$ cat src/pkg/wdt_consts.vh
// Constants of the watchdog block: register offsets, field positions,
// reset values and watchdog-clock period counts.
// Assumes byte addressing on a 32-bit Avalon-MM slave port.
`ifndef WDT_CONSTS_VH
`define WDT_CONSTS_VH

// ****************************************
// Register offsets
// ****************************************
`define WDT_ADDR_W          5
`define WDT_OFS_CTRL        5'h00
`define WDT_OFS_STATUS      5'h04
`define WDT_OFS_INT_EN      5'h08
`define WDT_OFS_INT_CLR     5'h0C
`define WDT_OFS_COUNT       5'h10

// ****************************************
// Control fields
// ****************************************
`define WDT_CTRL_EN_BIT     0
`define WDT_CTRL_ISEL_LO    4
`define WDT_CTRL_ISEL_HI    7
`define WDT_CTRL_DSEL_LO    8
`define WDT_CTRL_DSEL_HI    9
`define WDT_CTRL_RSTEN_BIT  10
`define WDT_CTRL_WAKEEN_BIT 11
`define WDT_CTRL_CLR_BIT    16
`define WDT_CTRL_RESET      12'h400

// ****************************************
// Status and interrupt fields
// ****************************************
`define WDT_EVT_W           3
`define WDT_EVT_TIMEOUT     0
`define WDT_EVT_RESET       1
`define WDT_EVT_WAKE        2
`define WDT_STAT_ON_BIT     8
`define WDT_STAT_FORCE_BIT  9
`define WDT_EVT_RESET_VAL   3'h0

// ****************************************
// Boot configuration
// ****************************************
`define WDT_BOOT_FORCE_EN_N_BIT 31

// ****************************************
// Counter and timing
// ****************************************
`define WDT_CNT_W           18
`define WDT_ISEL_MAX        4'hE
`define WDT_EXP_MIN         5'h04
`define WDT_EXP_MAX         5'h12
`define WDT_DLY_W           11
`define WDT_DLY_SEL0        11'h402
`define WDT_DLY_SEL1        11'h082
`define WDT_DLY_SEL2        11'h012
`define WDT_DLY_SEL3        11'h003
`define WDT_RST_W           6
`define WDT_RST_PERIODS     6'h3F

`endif

$ cat src/verilog/wdt_top.v
// Watchdog timer: 18-bit counter on watchdog clock ticks, time-out,
// reset delay, system reset pulse, wake-up request, Avalon-MM registers.
// Assumes clk_sys is an always-on clock much faster than the watchdog
// clock, and that rst_n is not driven from this block's own reset output.
`timescale 1ns/10ps
`include "wdt_consts.vh"

module wdt_top (
	// Clock and reset
	input  wire        clk_sys,
	input  wire        rst_n,
	// Watchdog clock pin
	input  wire        watchdogClock,
	// Clock and power state from the system controller
	input  wire        clkSrcLirc,
	input  wire        clkSrcLxt,
	input  wire        idleMode,
	input  wire        powerDown,
	// Boot configuration
	input  wire [31:0] bootConfigWord0,
	// Avalon-MM slave
	input  wire [4:0]  avs_address,
	input  wire        avs_read,
	input  wire        avs_write,
	input  wire [31:0] avs_writedata,
	output reg  [31:0] avs_readdata,
	output reg         avs_waitrequest,
	// System outputs
	output reg         sysResetReq,
	output reg         wakeReq,
	output reg         irq
);

	// ****************************************
	// States
	// ****************************************
	localparam [2:0] ST_RUN = 3'h1;
	localparam [2:0] ST_DLY = 3'h2;
	localparam [2:0] ST_RST = 3'h4;
	localparam [11:0] CTRL_RST = `WDT_CTRL_RESET;

	// ****************************************
	// Functions
	// ****************************************
	// True when the next tick brings the count to a multiple of 2^exponent
	function wdtIsTimeout;
		input [`WDT_CNT_W-1:0] cnt;
		input [3:0]            sel;
		reg   [4:0]            expo;
		reg   [`WDT_CNT_W-1:0] mask;
		begin
			expo = (sel > `WDT_ISEL_MAX) ? `WDT_EXP_MAX : ({1'b0, sel} + `WDT_EXP_MIN);
			mask = ({{(`WDT_CNT_W-1){1'b0}}, 1'b1} << expo) - {{(`WDT_CNT_W-1){1'b0}}, 1'b1};
			wdtIsTimeout = ((cnt & mask) == mask);
		end
	endfunction

	function [`WDT_DLY_W-1:0] wdtDelayLimit;
		input [1:0] sel;
		begin
			case (sel)
				2'h0: wdtDelayLimit = `WDT_DLY_SEL0;
				2'h1: wdtDelayLimit = `WDT_DLY_SEL1;
				2'h2: wdtDelayLimit = `WDT_DLY_SEL2;
				default: wdtDelayLimit = `WDT_DLY_SEL3;
			endcase
		end
	endfunction

	// ****************************************
	// Declarations
	// ****************************************
	wire                   wdClkSync;
	reg                    wdClkPrev_r;
	wire                   wdTick;
	wire                   tickOk;
	reg                    bootSeen_r;
	reg                    forceEn_r;
	reg                    ctrlEn_r;
	reg  [3:0]             ctrlIsel_r;
	reg  [1:0]             ctrlDsel_r;
	reg                    ctrlRstEn_r;
	reg                    ctrlWakeEn_r;
	reg  [`WDT_EVT_W-1:0]  evtStat_r;
	reg  [`WDT_EVT_W-1:0]  evtStat_nxt;
	reg  [`WDT_EVT_W-1:0]  intEn_r;
	wire [`WDT_EVT_W-1:0]  intEnNow;
	reg  [2:0]             state_r;
	reg  [2:0]             state_nxt;
	reg  [`WDT_CNT_W-1:0]  cnt_r;
	reg  [`WDT_CNT_W-1:0]  cnt_nxt;
	reg  [`WDT_DLY_W-1:0]  dlyCnt_r;
	reg  [`WDT_DLY_W-1:0]  dlyCnt_nxt;
	reg  [`WDT_RST_W-1:0]  rstCnt_r;
	reg  [`WDT_RST_W-1:0]  rstCnt_nxt;
	wire                   wdOn;
	wire                   busTake;
	wire                   wrStb;
	wire                   clrPulse;
	wire                   timeoutEvt;
	wire                   resetEvt;
	wire                   wakeEvt;
	reg  [31:0]            rdMux;

	// ****************************************
	// Watchdog clock tick
	// ****************************************
	wdt_sync uSync (
		.clk_sys (clk_sys),
		.rst_n   (rst_n),
		.asyncIn (watchdogClock),
		.syncOut (wdClkSync)
	);

	always @(posedge clk_sys or negedge rst_n) begin
		if (!rst_n) begin
			wdClkPrev_r <= 1'b0;
		end else begin
			wdClkPrev_r <= wdClkSync;
		end
	end

	// One tick per rising edge of the watchdog clock
	assign wdTick = wdClkSync & ~wdClkPrev_r;
	// Fast clocks stop in Power-down; only the low speed sources keep ticking
	assign tickOk = wdTick & (~powerDown | clkSrcLirc | clkSrcLxt);

	// ****************************************
	// Boot strap capture
	// ****************************************
	// Sampled once after reset release, never through the reset itself
	always @(posedge clk_sys or negedge rst_n) begin
		if (!rst_n) begin
			bootSeen_r <= 1'b0;
			forceEn_r  <= 1'b0;
		end else if (!bootSeen_r) begin
			bootSeen_r <= 1'b1;
			forceEn_r  <= ~bootConfigWord0[`WDT_BOOT_FORCE_EN_N_BIT];
		end
	end

	// Forced mode overrides the software enable, so software cannot stop it
	assign wdOn = ctrlEn_r | forceEn_r;

	// ****************************************
	// Bus slave
	// ****************************************
	// Request is acknowledged one cycle after it is seen; a write takes
	// effect at the edge where waitrequest is sampled low
	assign busTake  = (avs_read | avs_write) & avs_waitrequest;
	assign wrStb    = avs_write & ~avs_waitrequest;
	assign clrPulse = wrStb & (avs_address == `WDT_OFS_CTRL) &
	                  avs_writedata[`WDT_CTRL_CLR_BIT];

	always @* begin
		rdMux = 32'h0000_0000;
		case (avs_address)
			`WDT_OFS_CTRL: begin
				rdMux[`WDT_CTRL_EN_BIT]                       = ctrlEn_r;
				rdMux[`WDT_CTRL_ISEL_HI:`WDT_CTRL_ISEL_LO]    = ctrlIsel_r;
				rdMux[`WDT_CTRL_DSEL_HI:`WDT_CTRL_DSEL_LO]    = ctrlDsel_r;
				rdMux[`WDT_CTRL_RSTEN_BIT]                    = ctrlRstEn_r;
				rdMux[`WDT_CTRL_WAKEEN_BIT]                   = ctrlWakeEn_r;
			end
			`WDT_OFS_STATUS: begin
				rdMux[`WDT_EVT_W-1:0]       = evtStat_r;
				rdMux[`WDT_STAT_ON_BIT]     = wdOn;
				rdMux[`WDT_STAT_FORCE_BIT]  = forceEn_r;
			end
			`WDT_OFS_INT_EN: rdMux[`WDT_EVT_W-1:0] = intEn_r;
			`WDT_OFS_COUNT:  rdMux[`WDT_CNT_W-1:0] = cnt_r;
			default:         rdMux = 32'h0000_0000;
		endcase
	end

	always @(posedge clk_sys or negedge rst_n) begin
		if (!rst_n) begin
			avs_waitrequest <= 1'b1;
			avs_readdata    <= 32'h0000_0000;
		end else if (busTake) begin
			avs_waitrequest <= 1'b0;
			avs_readdata    <= avs_read ? rdMux : 32'h0000_0000;
		end else begin
			avs_waitrequest <= 1'b1;
		end
	end

	// ****************************************
	// Control registers
	// ****************************************
	always @(posedge clk_sys or negedge rst_n) begin
		if (!rst_n) begin
			ctrlEn_r     <= CTRL_RST[`WDT_CTRL_EN_BIT];
			ctrlIsel_r   <= CTRL_RST[`WDT_CTRL_ISEL_HI:`WDT_CTRL_ISEL_LO];
			ctrlDsel_r   <= CTRL_RST[`WDT_CTRL_DSEL_HI:`WDT_CTRL_DSEL_LO];
			ctrlRstEn_r  <= CTRL_RST[`WDT_CTRL_RSTEN_BIT];
			ctrlWakeEn_r <= CTRL_RST[`WDT_CTRL_WAKEEN_BIT];
			intEn_r      <= `WDT_EVT_RESET_VAL;
		end else if (wrStb) begin
			if (avs_address == `WDT_OFS_CTRL) begin
				ctrlEn_r     <= avs_writedata[`WDT_CTRL_EN_BIT];
				ctrlIsel_r   <= avs_writedata[`WDT_CTRL_ISEL_HI:`WDT_CTRL_ISEL_LO];
				ctrlDsel_r   <= avs_writedata[`WDT_CTRL_DSEL_HI:`WDT_CTRL_DSEL_LO];
				ctrlRstEn_r  <= avs_writedata[`WDT_CTRL_RSTEN_BIT];
				ctrlWakeEn_r <= avs_writedata[`WDT_CTRL_WAKEEN_BIT];
			end
			if (avs_address == `WDT_OFS_INT_EN) begin
				intEn_r <= avs_writedata[`WDT_EVT_W-1:0];
			end
		end
	end

	// ****************************************
	// Watchdog sequence
	// ****************************************
	assign timeoutEvt = tickOk & wdOn & (state_r == ST_RUN) &
	                    wdtIsTimeout(cnt_r, ctrlIsel_r);
	assign resetEvt   = (state_r == ST_DLY) & (state_nxt == ST_RST);
	// Only clkSrcLirc can raise wake, though clkSrcLxt also ticks in both low power modes
	assign wakeEvt    = timeoutEvt & ctrlWakeEn_r & clkSrcLirc &
	                    (idleMode | powerDown);

	always @* begin
		state_nxt  = state_r;
		cnt_nxt    = cnt_r;
		dlyCnt_nxt = dlyCnt_r;
		rstCnt_nxt = rstCnt_r;
		case (state_r)
			ST_RUN: begin
				dlyCnt_nxt = {`WDT_DLY_W{1'b0}};
				rstCnt_nxt = {`WDT_RST_W{1'b0}};
				if (!wdOn || clrPulse) begin
					cnt_nxt = {`WDT_CNT_W{1'b0}};
				end else if (tickOk) begin
					cnt_nxt = cnt_r + {{(`WDT_CNT_W-1){1'b0}}, 1'b1};
					if (timeoutEvt && ctrlRstEn_r) begin
						state_nxt = ST_DLY;
					end
				end
			end
			ST_DLY: begin
				if (!wdOn || clrPulse) begin
					// Servicing in time cancels the pending reset
					state_nxt  = ST_RUN;
					cnt_nxt    = {`WDT_CNT_W{1'b0}};
					dlyCnt_nxt = {`WDT_DLY_W{1'b0}};
				end else if (tickOk) begin
					cnt_nxt = cnt_r + {{(`WDT_CNT_W-1){1'b0}}, 1'b1};
					if (dlyCnt_r == wdtDelayLimit(ctrlDsel_r) - {{(`WDT_DLY_W-1){1'b0}}, 1'b1}) begin
						state_nxt  = ST_RST;
						dlyCnt_nxt = {`WDT_DLY_W{1'b0}};
					end else begin
						dlyCnt_nxt = dlyCnt_r + {{(`WDT_DLY_W-1){1'b0}}, 1'b1};
					end
				end
			end
			ST_RST: begin
				cnt_nxt = {`WDT_CNT_W{1'b0}};
				if (tickOk) begin
					if (rstCnt_r == `WDT_RST_PERIODS - {{(`WDT_RST_W-1){1'b0}}, 1'b1}) begin
						state_nxt  = ST_RUN;
						rstCnt_nxt = {`WDT_RST_W{1'b0}};
					end else begin
						rstCnt_nxt = rstCnt_r + {{(`WDT_RST_W-1){1'b0}}, 1'b1};
					end
				end
			end
			default: state_nxt = ST_RUN;
		endcase
	end

	always @(posedge clk_sys or negedge rst_n) begin
		if (!rst_n) begin
			state_r  <= ST_RUN;
			cnt_r    <= {`WDT_CNT_W{1'b0}};
			dlyCnt_r <= {`WDT_DLY_W{1'b0}};
			rstCnt_r <= {`WDT_RST_W{1'b0}};
		end else begin
			state_r  <= state_nxt;
			cnt_r    <= cnt_nxt;
			dlyCnt_r <= dlyCnt_nxt;
			rstCnt_r <= rstCnt_nxt;
		end
	end

	// ****************************************
	// Event flags and interrupt
	// ****************************************
	assign intEnNow = (wrStb && (avs_address == `WDT_OFS_INT_EN)) ?
	                  avs_writedata[`WDT_EVT_W-1:0] : intEn_r;

	always @* begin
		evtStat_nxt = evtStat_r;
		if (wrStb && (avs_address == `WDT_OFS_INT_CLR)) begin
			evtStat_nxt = evtStat_r & ~avs_writedata[`WDT_EVT_W-1:0];
		end
		// Set after clear, so an event in the clearing cycle survives
		evtStat_nxt[`WDT_EVT_TIMEOUT] = evtStat_nxt[`WDT_EVT_TIMEOUT] | timeoutEvt;
		evtStat_nxt[`WDT_EVT_RESET]   = evtStat_nxt[`WDT_EVT_RESET] | resetEvt;
		evtStat_nxt[`WDT_EVT_WAKE]    = evtStat_nxt[`WDT_EVT_WAKE] | wakeEvt;
	end

	always @(posedge clk_sys or negedge rst_n) begin
		if (!rst_n) begin
			evtStat_r <= `WDT_EVT_RESET_VAL;
		end else begin
			evtStat_r <= evtStat_nxt;
		end
	end

	// ****************************************
	// Outputs
	// ****************************************
	always @(posedge clk_sys or negedge rst_n) begin
		if (!rst_n) begin
			sysResetReq <= 1'b0;
			wakeReq     <= 1'b0;
			irq         <= 1'b0;
		end else begin
			sysResetReq <= (state_nxt == ST_RST);
			// Wake stays up until software clears its flag
			wakeReq     <= evtStat_nxt[`WDT_EVT_WAKE];
			irq         <= |(evtStat_nxt & intEnNow);
		end
	end

endmodule

$ cat src/verilog/wdt_sync.v
// Two-stage synchroniser for one level that comes from outside clk_sys.
// Assumes the input changes slower than clk_sys, as the watchdog clock does.
`timescale 1ns/10ps

module wdt_sync (
	// Clock and reset
	input  wire clk_sys,
	input  wire rst_n,
	// Level in and out
	input  wire asyncIn,
	output wire syncOut
);

	reg metaQ_r;
	reg syncQ_r;

	// First stage feeds only the second stage
	always @(posedge clk_sys or negedge rst_n) begin
		if (!rst_n) begin
			metaQ_r <= 1'b0;
			syncQ_r <= 1'b0;
		end else begin
			metaQ_r <= asyncIn;
			syncQ_r <= metaQ_r;
		end
	end

	assign syncOut = syncQ_r;

endmodule

$ cat config.mk
export PLATFORM = sky130hd
export DESIGN_NAME = wdt_top
export DESIGN_NICKNAME = d
export VERILOG_FILES = /design/src/verilog/wdt_top.v /design/src/verilog/wdt_sync.v
export VERILOG_INCLUDE_DIRS = /design/src /design/src/pkg
export SDC_FILE = /design/constraint.sdc
export NUM_CORES = 1
export LEC_CHECK = 0
export ABC_AREA = 1
export BUFFER_PORTS_ARGS = -buffer_cell sky130_fd_sc_hd__buf_4
export CAP_MARGIN = 10
export CORE_MARGIN = 8
export CORE_UTILIZATION = 49
export DETAILED_ROUTE_END_ITERATION = 8
export GPL_TIMING_DRIVEN = 0
export HOLD_SLACK_MARGIN = 0.15
export PLACE_DENSITY = 0.84
export SYNTH_ARGS = -nofsm -noshare
export SYNTH_HDL_FRONTEND = slang
export SYNTH_SLANG_ARGS = --single-unit
$ cat constraint.sdc
create_clock -name clk_sys -period 2.57 [get_ports clk_sys]
set_input_delay 0.1285 -clock clk_sys [delete_from_list [all_inputs] [get_ports clk_sys]]
set_output_delay 0.1285 -clock clk_sys [all_outputs]
set_load 0.05 [all_outputs]
==> metrics.txt, run 1 <==
EDFF count, synth 0; post-route minimum period around 2.5 ns; share of cells above drive strength 1 23.06%; gr usage total 19.80%; Fin. Hold Viols 0; Routed WL around 13 mm; Post-synth top flop dfrtp_1; Worst EP arrival 2.82 ns; ys async rst share 100.0%; FF+latch count, synth 79; hold path endpoint state_r[0]; R2R Path End sysResetReq; Slew headroom between 30% and 40%; worst hold path depth 5; post-synthesis cell type count 50; FF-to-FF path depth 18; Synth Area per Inst 7.604 µm²; hold_sp avs_writedata[16]; CTS sink cnt a little under 80; Fillers 830; reg2reg setup slack ~0.052 ns; port bufs 48; startpoint types flip-flop; via/cell ratio approximately 5.3; # IOs between 100 and 150; fin area a little under 0.006 mm²; initial antenna violation count 0; worst-path maximum fanout 5; placed instance area between 0.005 and 0.006 mm²; first drt pass iteration count 5; Crit Path Category flip-flop to flip-flop; placed cell count between 800 and 900; largest net degree at the start of global routing 80; Final nets between 800 and 900; Iter 0 DRT Violations around 280; count of pins over their slew limit 0; Starting Density between 40% and 50%; Syn-to-layout area delta 22.03%; RSZ-0062 raised after global routing yes; CTS Root Cell clkbuf_8; Fin Hold WS roughly 0.19 ns; YS warnings 0; Site Rows 36; reg2reg start ctrlIsel_r[2]; Antenna Cells 0; Layout Cells excl Fill approximately 870; Finished Core Util 60.75%; CTS tree yes; most common cell after layout, fill and taps aside nand2_1; vias in the first global route 4509; die height roughly 120 µm; Worst-path clk slew 0.09 ns; Power Dens Cells between 600 and 700 mW/mm²; dpl hpwl 9.379 mm; Final Wtd Congestion 0.9181; first-pass GRT wire length about 21 mm; outcome finished, final reports clean; DRT antenna net count 0; synthesized area between 0.004 and 0.005 mm²; most frequent cells in the layout nand2_1 (135), inv_1 (82), dfrtp_1 (75); Final Setup Violations 0; sequential cell area fraction in the yosys report roughly two fifths; Peak VDD IR roughly 370 µV; Worst-Skew Late Latency 0.37 ns; final clock skew about 0.015 ns; Die ar. approximately 0.013 mm²; CTS max path bufs 2; total gr overflow 0; vias around 4600; max cap viols 0; Worst-Margin Slew between 0.9 and 1 ns; Mapped Cells between 600 and 700; total CTS buffers 9; H-tree Lvls 3; CORE AREA 0.009684 mm²; Leakage about 0.0029 µW; drt wl/cell 14.44 µm; DRC 0; die width 115.2 µm; worst min path class primary input to flip-flop; Final period util slightly below 100%; CP endpoint kind flip-flop; fmax 0.3972 GHz; Worst EP required roughly 2.9 ns
power breakdown:
group | leakage [µW] | switching, µW | internal, µW | total, µW
clock network | 0.000108 | 489 | 482 | 971
logic | 0.00171 | 1120 | 546 | 1660
registers | 0.00105 | 53.7 | 1340 | 1400
total | 0.00286 | 1660 | 2370 | 4030
stage by stage:
stage / total power [µW] / worst slack, ns / TNS, ns
detailed placement: 2926 / -0.3664 / -1.994
global placement: 2883 / -0.3398 / -1.693
CTS: 3981 / 0.009943 / 0
floorplan: 2582 / 0.04494 / 0
global route: 4289 / -0.1659 / -0.4211
finish: 4030 / 0.05211 / 0
synthesized netlist by cell type, types with 9 or more instances:
library cell	count	area share, %
nand4_1	13	1.7
a21oi_1	28	2.9
inv_1	83	6.5
o22ai_1	9	1.2
nand2_1	136	11
nand3_2	15	3.1
nor2_2	15	1.9
nor2_1	54	4.2
nand3_1	44	4.6
buf_4	14	2.2
dfrtp_1	76	39
nor3_1	21	2.2
o21ai_0	30	3.1
metal layers:
metal	wire, µm	global-route usage (%)
met2	6022	33.13
met4	450	11.12
met5	0	0
met3	906	4.412
met1	5129	23.04
logic make-up (layout without fill, tap and decap cells):
logic type                 count (synthesis)  after routing  share of synthesized area, %
muxes                                      1              1                        0.2336
DFF                                       79             79                         41.08
buffers and inverters                    118            204                         10.95
adders and majority gates                  6              6                         1.557
xor gates and xnor gates                   5              5                        0.9083
AOI/OAI and AO/OA                         95             95                         11.89
and+or+nand+nor                          328            328                         33.22
other                                      2             15                        0.1558
flip-flops by register name, indices dropped and copies added, names as in the netlist, 2 cells and up:
signal and flops:
avs_readdata 18, cnt_r 18, dlyCnt_r 11, rstCnt_r 6, ctrlIsel_r 4, evtStat_r 3, intEn_r 3, state_r 3
ctrlDsel_r 2
how the worst max path moves through the flow:
stage	cells past startpoint	slack [ns]	to	startpoint
after floorplan	17	0.04	state_r[2]	ctrlIsel_r[2]
after global placement	20	-0.34	irq	ctrlIsel_r[2]
after detailed placement	17	-0.37	sysResetReq	ctrlIsel_r[2]
after CTS	20	0.01	irq	ctrlIsel_r[2]
after global routing	20	-0.17	irq	ctrlIsel_r[2]
final	18	0.05	sysResetReq	ctrlIsel_r[2]
area by class of cell:
type | instances | area, µm² | share of cell area, %
Inverter | 93 | 351.6 | 5.976
Clock inverter | 6 | 68.82 | 1.170
Timing Repair Buffer | 71 | 570.5 | 9.698
Multi-Input combinational cell | 450 | 2441 | 41.49
Clock buffer | 10 | 137.6 | 2.339
Buffer | 24 | 165.2 | 2.807
Tap cell | 133 | 166.4 | 2.829
Sequential cell | 79 | 1982 | 33.69
critical path, cell delays in order, from the launching register on:
cell and delay [ns]:
dfrtp_2 0.43, ha_4 0.27, nor2_4 0.15, buf_4 0.14, buf_4 0.12, nand3_2 0.10, nand2_2 0.10, inv_2 0.06
nand3_2 0.09, nor2_4 0.07, nor2_2 0.11, nor2_2 0.07, nor2_2 0.12, nand3_2 0.10, nor2_4 0.16, nand3_2 0.12
nand2_2 0.09, nand2_2 0.07, nor2_2 0.10
what timing repair did:
action                     CTS  global route
resized for setup           11            10
hold buffers                15             0
pin swaps                    4            12
setup endpoints to repair    7             7
hold endpoints to repair    91             0
buffers inserted             5             3
(Power assumes the default switching activity.)
==> inputs of run 2 (changes only) <==
- CORE_UTILIZATION: 49 -> 50
- CTS_BUF_LIST: not set -> sky130_fd_sc_hd__clkbuf_4 sky130_fd_sc_hd__clkbuf_8
- PLACE_DENSITY: 0.84 -> 0.85
==> run 2 against run 1 <==
Against the previous run:
- hold slack worse by 0.025 ns
- setup slack improved by 0.018 ns
- sequential share of layout area increased by 0.30 points
- wire length is 0.16% lower
- cell count fell by 0.35%
- power shrank 0.74%
- first-iteration DRC count is 9.5% higher
- non-clock buffer count down 3
- largest cell class unchanged
==> metrics.txt, run 2 (synthesis results as in run 1) <==
total CTS buffers 9 (unchanged); total power 4001 µW (-0.74%); Worst EP required 2.83 ns (-0.04 ns); gr usage total 19.69% (-0.11 points); Fillers 842 (+1.4%); Final period util 97.25% (-0.72 points); worst-path maximum fanout 4 (-1); Die ar. 0.01304 mm² (-1.7%); worst hold path depth 5 (unchanged); hold path endpoint evtStat_r[2]; drt wl/cell 14.47 µm (+0.19%); outcome finished, final reports clean; Antenna Cells 0 (unchanged); largest net degree at the start of global routing 80 (unchanged); RSZ-0062 raised after global routing yes; vias 4522 (-1.7%); crit path cell chain ha_4 > nor2_4 > inv_2 > nor2_4 > inv_2 > ha_4 > nor2_2 > nor2_1 > nand2_1 > nor2_1 > nand2_1 > nor2_2 > nand4_1 > nor2_2 > nand3_2 > nand3_1 > nor2_1; Peak VDD IR 332.9 µV (-11%); initial antenna violation count 0 (unchanged); Routed WL 12.49 mm (-0.16%); total gr overflow 0 (unchanged); CORE AREA 0.009549 mm² (-1.4%); CP peak stage delay 0.43 ns (about the same); Leakage 0.002840 µW (-0.79%); Site Rows 36 (unchanged); Fin. Hold Viols 0 (unchanged); Layout Cells excl Fill 863 (-0.35%); worst min path class primary input to flip-flop; most common cell after layout, fill and taps aside nand2_1; CTS tree yes; reg2reg start ctrlIsel_r[3]; Iter 0 DRT Violations 310 (+9.5%); DRC 0 (unchanged); first-pass GRT wire length 20.58 mm (-2.0%); crit-path leading delay family simple AND/OR/NAND/NOR gates; CP Buf/Inv Count 2 (-1); via/cell ratio 5.240 (-1.3%); placed cell count 828 (unchanged); startpoint types flip-flop; met3 Use GR 3.534% (-0.88 points); fmax 0.4001 GHz (+0.74%); slowest stage cell, crit path dfrtp_1; M1 GR Usage 22.91% (-0.13 points); Final Setup Violations 0 (unchanged); Final Wtd Congestion 0.8863 (-3.5%); Worst-path clk slew 0.10 ns (about the same); # IOs 114 (unchanged); max cap viols 0 (unchanged); final clock skew 0.01488 ns (-0.0001692 ns); post-route minimum period 2.499 ns (-0.01846 ns); Worst EP arrival 2.76 ns (-0.06 ns); Worst-Skew Late Latency 0.37 ns (about the same); Final nets 809 (-0.37%); CP endpoint kind flip-flop; FF-to-FF path depth 17 (-1); die height 114.2 µm (-0.87%); hold_sp clkSrcLirc; pre-CTS setup slack -0.3542 ns (+0.01219 ns); Worst-Margin Slew 0.9942 ns (-0.004039 ns); Power Dens Cells 686.2 mW/mm² (+0.16%); CTS sink cnt 79 (unchanged); Slew headroom 33.72% (+0.27 points); final worst slack 0.07057 ns (+0.01846 ns); first drt pass iteration count 5 (unchanged); H-tree Lvls 3 (unchanged); port bufs 48 (unchanged); CTS max path bufs 2 (unchanged); reg2reg setup slack 0.07 ns (+0.02 ns); grt met2 use 34.35% (+1.2 points); dpl hpwl 9.393 mm (+0.15%); DRT antenna net count 0 (unchanged); CTS Root Cell clkbuf_8; count of pins over their slew limit 0 (unchanged); Crit Path Category flip-flop to flip-flop; layer carrying the most global-route usage met2; R2R Path End state_r[2]; Starting Density 50.48% (+0.70 points); largest registers avs_readdata: 18 flops, cnt_r: 18 flops, dlyCnt_r: 11 flops; most frequent cells in the layout nand2_1 (135), inv_1 (82), dfrtp_1 (75); vias in the first global route 4457 (-1.2%); share of cells above drive strength 1 21.92% (-1.1 points); Syn-to-layout area delta 20.94%; die width 114.2 µm (-0.87%)
## run 2: changes by cell type in the layout (fill, tap and decap cells not counted)
| cell | previous run | this run |
|---|---|---|
| buf_4 | 70 | 67 |
| clkbuf_8 | 10 | 9 |
| clkinv_2 | 2 | 1 |
| clkinv_4 | 2 | 1 |
| clkinvlp_4 | 0 | 1 |
| inv_6 | 0 | 2 |
| nand3_1 | 41 | 44 |
| nand3_2 | 18 | 15 |
| nor2_1 | 47 | 50 |
| nor2_2 | 20 | 18 |
| nor2_4 | 5 | 4 |
## run 2: area by class of cell
class	instances	area [µm²]	area share, %
clock buffers	9	123.9	2.124
repair buffers	68	548.0	9.399
inverters	93	351.6	6.030
clock inverters	7	80.08	1.373
plain buffers	24	165.2	2.833
multi-input cells	450	2414	41.39
flip-flops and latches	79	1982	33.99
well taps	133	166.4	2.854
## run 2: worst min-delay path, cell delays in order
cell and delay [ns]:
buf_4 0.11, inv_1 0.07, nor3_1 0.06, nand3_1 0.07
nand2_1 0.06
## run 2: timing repair
item                                    4_1_cts  5_1_grt
endpoints found under the hold margin        92        0
buffers inserted                              4        1
pin swaps                                     5       13
resized for setup                             7        7
hold buffers                                 15        0
endpoints found under the setup margin        7        8
## run 2: worst max-delay path by stage
| stage | cells after the start | slack (ns) | from | to |
|---|---|---|---|---|
| floorplan | 17 | 0.04 | ctrlIsel_r[2] | state_r[2] |
| global placement | 20 | -0.34 | ctrlIsel_r[2] | irq |
| detailed placement | 20 | -0.35 | ctrlIsel_r[2] | irq |
| CTS | 20 | 0.02 | ctrlIsel_r[2] | irq |
| global route | 20 | -0.07 | ctrlIsel_r[3] | irq |
| finish | 17 | 0.07 | ctrlIsel_r[3] | state_r[2] |
## run 2: routing by layer
| layer | vias up | routed length, µm |
|---|---|---|
| met2 | 152 | 6190 |
| met1 | 2103 | 5260 |
| met5 | - | 0 |
| met4 | 0 | 283 |
| met3 | 27 | 753 |
| li1 | 2240 | - |
## run 2: stage by stage
stage | cell area, µm² | setup TNS [ns] | hold slack (ns) | util (%)
after floorplan | 4870 | 0 | -0.1671 | -
after global placement | 5396 | -1.572 | 0.2382 | 56.51
after detailed placement | 5396 | -1.947 | 0.2391 | 56.51
after CTS | 5796 | 0 | 0.1562 | 60.69
after global routing | 5831 | -0.1874 | 0.1712 | 61.06
final | 5831 | 0 | 0.1661 | 61.06
## run 2: power breakdown
group / internal (µW) / leakage [µW] / switching, µW
Clock: 462 / 0.000102 / 507
Sequential: 1340 / 0.00105 / 54.1
Combinational: 540 / 0.00169 / 1100
==> inputs of run 3 (changes only) <==
- GPL_TIMING_DRIVEN: 0 -> not set
- PLACE_DENSITY: 0.85 -> 0.82
- clock period: 2.57 -> 2.74 ns (I/O delays scaled with it)
==> run 3 against run 2 <==
Against the previous run:
- utilization shrank 2.1 points
- global-route usage is 0.52 points lower
- setup slack better by 0.15 ns
- first-iteration DRC count is 24% lower
- maximum frequency down 0.77%
- sequential power is 5% lower
- hold slack about the same
- cell count shrank 2.3%
- largest cell class unchanged
- clock skew is 0.0046 ns lower
==> metrics.txt, run 3 (synthesis results as in run 1) <==
first-pass GRT wire length 20.20 mm (-1.9%); outcome finished, final reports clean; Leakage 0.002740 µW (-3.5%); Layout Cells excl Fill 843 (-2.3%); total gr overflow 0 (unchanged); Worst-Margin Slew 0.9840 ns (-0.01021 ns); first drt pass iteration count 4 (-1); share of cells above drive strength 1 19.44% (-2.5 points); Fin. Hold Viols 0 (unchanged); largest registers avs_readdata: 18 flops, cnt_r: 18 flops, dlyCnt_r: 11 flops; fmax 0.3970 GHz (-0.77%); CTS max path bufs 2 (unchanged); reg2reg start ctrlIsel_r[2]; CTS tree yes; Final Setup Violations 0 (unchanged); startpoint types flip-flop; max cap viols 0 (unchanged); DRC 0 (unchanged); H-tree Lvls 3 (unchanged); DRT antenna net count 0 (unchanged); Fillers 869 (+3.2%); initial antenna violation count 0 (unchanged); Syn-to-layout area delta 16.84%; largest net degree at the start of global routing 80 (unchanged); reg2reg setup slack 0.22 ns (+0.15 ns); die height 114.2 µm (unchanged); CORE AREA 0.009549 mm² (unchanged); placed cell count 811 (-2.1%); Iter 0 DRT Violations 237 (-24%); Crit Path Category flip-flop to flip-flop; total CTS buffers 9 (unchanged); Peak VDD IR 325.8 µV (-2.1%); Site Rows 36 (unchanged); vias 4446 (-1.7%); # IOs 114 (unchanged); hold path endpoint evtStat_r[2]; most common cell after layout, fill and taps aside nand2_1; hold_sp clkSrcLirc; Antenna Cells 0 (unchanged); count of pins over their slew limit 0 (unchanged); post-route minimum period 2.519 ns (+0.01939 ns); Die ar. 0.01304 mm² (unchanged); gr usage total 19.18% (-0.52 points); Slew headroom 34.40% (+0.68 points); Fin Setup TNS 0 ns (unchanged); Final nets 789 (-2.5%); port bufs 48 (unchanged); most frequent cells in the layout nand2_1 (136), inv_1 (83), dfrtp_1 (74); via/cell ratio 5.274 (+0.65%); CP endpoint kind flip-flop; vias in the first global route 4354 (-2.3%); worst-path maximum fanout 6 (+2); Final period util 91.93% (-5.3 points); Worst EP arrival 2.81 ns (+0.05 ns); worst hold path depth 5 (unchanged); postcts setup bufs 0 (-4); Worst-Skew Late Latency 0.36 ns (about the same); drt wl/cell 14.28 µm (-1.3%); Starting Density 50.48% (unchanged); Worst EP required 3.03 ns (+0.20 ns); CTS Root Cell clkbuf_8; Final Wtd Congestion 0.8807 (-0.63%); die width 114.2 µm (unchanged); worst min path class primary input to flip-flop; R2R Path End sysResetReq; CTS sink cnt 79 (unchanged); RSZ-0062 raised after global routing no; FF-to-FF path depth 16 (-1); dpl hpwl 9.202 mm (-2.0%); Routed WL 12.04 mm (-3.6%); Worst-path clk slew 0.09 ns (about the same); final clock skew 0.01028 ns (-0.004594 ns); Power Dens Cells 631.3 mW/mm² (-8.0%)
[run 3: cell types whose count changed in the layout (fill, tap and decap cells not counted), moves of 2 or more]
| cell | before | now |
|---|---|---|
| buf_4 | 67 | 56 |
| nor3_2 | 2 | 0 |
| inv_6 | 2 | 0 |
| clkbuf_1 | 6 | 0 |
| nor2_1 | 50 | 54 |
| nor3_1 | 19 | 21 |
| buf_6 | 3 | 0 |
| nor2_2 | 18 | 15 |
[run 3: where the power goes]
| part | leakage [µW] | total, µW | switching, µW | internal [µW] |
|---|---|---|---|---|
| Sequential | 0.00105 | 1330 | 67.4 | 1260 |
| Clock | 0.0000916 | 798 | 453 | 345 |
| Combinational | 0.00160 | 1430 | 977 | 454 |
| Total | 0.00274 | 3560 | 1500 | 2060 |
[run 3: per-layer routing]
metal | share of wire (%) | global-route usage [%]
met1 | 42 | 23.25
met2 | 49 | 32.29
met3 | 5.9 | 3.112
met4 | 3.1 | 9.672
met5 | 0 | 0
[run 3: what timing repair did]
item                                    CTS  global route
resized for setup                         0             3
endpoints found under the setup margin    0             3
endpoints found under the hold margin   103             0
hold buffers                             16             0
[run 3: area by class of cell]
| class | count | area (µm²) | area share (%) |
|---|---|---|---|
| Multi-Input combinational cell | 450 | 2374 | 42.14 |
| Sequential cell | 79 | 1983 | 35.21 |
| Timing Repair Buffer | 72 | 580.6 | 10.31 |
| Inverter | 93 | 351.6 | 6.242 |
| Tap cell | 133 | 166.4 | 2.954 |
| Clock buffer | 10 | 131.4 | 2.332 |
| Clock inverter | 6 | 46.29 | 0.8219 |
[run 3: critical path, cell delays in order (launching register included)]
cell	delay (ns)
dfrtp_1	0.42
ha_4	0.30
nor2_4	0.04
inv_2	0.07
nor2_1	0.05
inv_1	0.07
ha_1	0.28
nand3_2	0.16
nor2_1	0.21
nand3_1	0.12
nand3_2	0.10
nand3_2	0.08
nor2_2	0.19
nand3_2	0.11
nand2_2	0.08
nand2_2	0.06
nor2_1	0.11
[run 3: how the worst max path moves through the flow]
stage | start | end | slack [ns] | depth (start not counted)
after floorplan | ctrlIsel_r[2] | state_r[2] | 0.21 | 17
after global placement | ctrlIsel_r[2] | sysResetReq | 0.26 | 16
after detailed placement | ctrlIsel_r[3] | sysResetReq | 0.21 | 16
after CTS | ctrlIsel_r[3] | sysResetReq | 0.19 | 16
after global routing | ctrlIsel_r[3] | sysResetReq | 0.03 | 16
final | ctrlIsel_r[2] | sysResetReq | 0.22 | 16
[run 3: per-stage QoR]
step | hold WS, ns | utilization [%] | setup slack [ns] | area (µm²) | power (µW)
floorplan | -0.1586 | - | 0.2149 | 4870 | 2422
global placement | 0.2468 | 55.29 | 0.2582 | 5280 | 2686
detailed placement | 0.2500 | 55.29 | 0.2138 | 5280 | 2732
CTS | 0.1583 | 58.83 | 0.1934 | 5618 | 3552
global route | 0.1805 | 58.99 | 0.02601 | 5633 | 3805
finish | 0.1665 | 58.99 | 0.2212 | 5633 | 3556
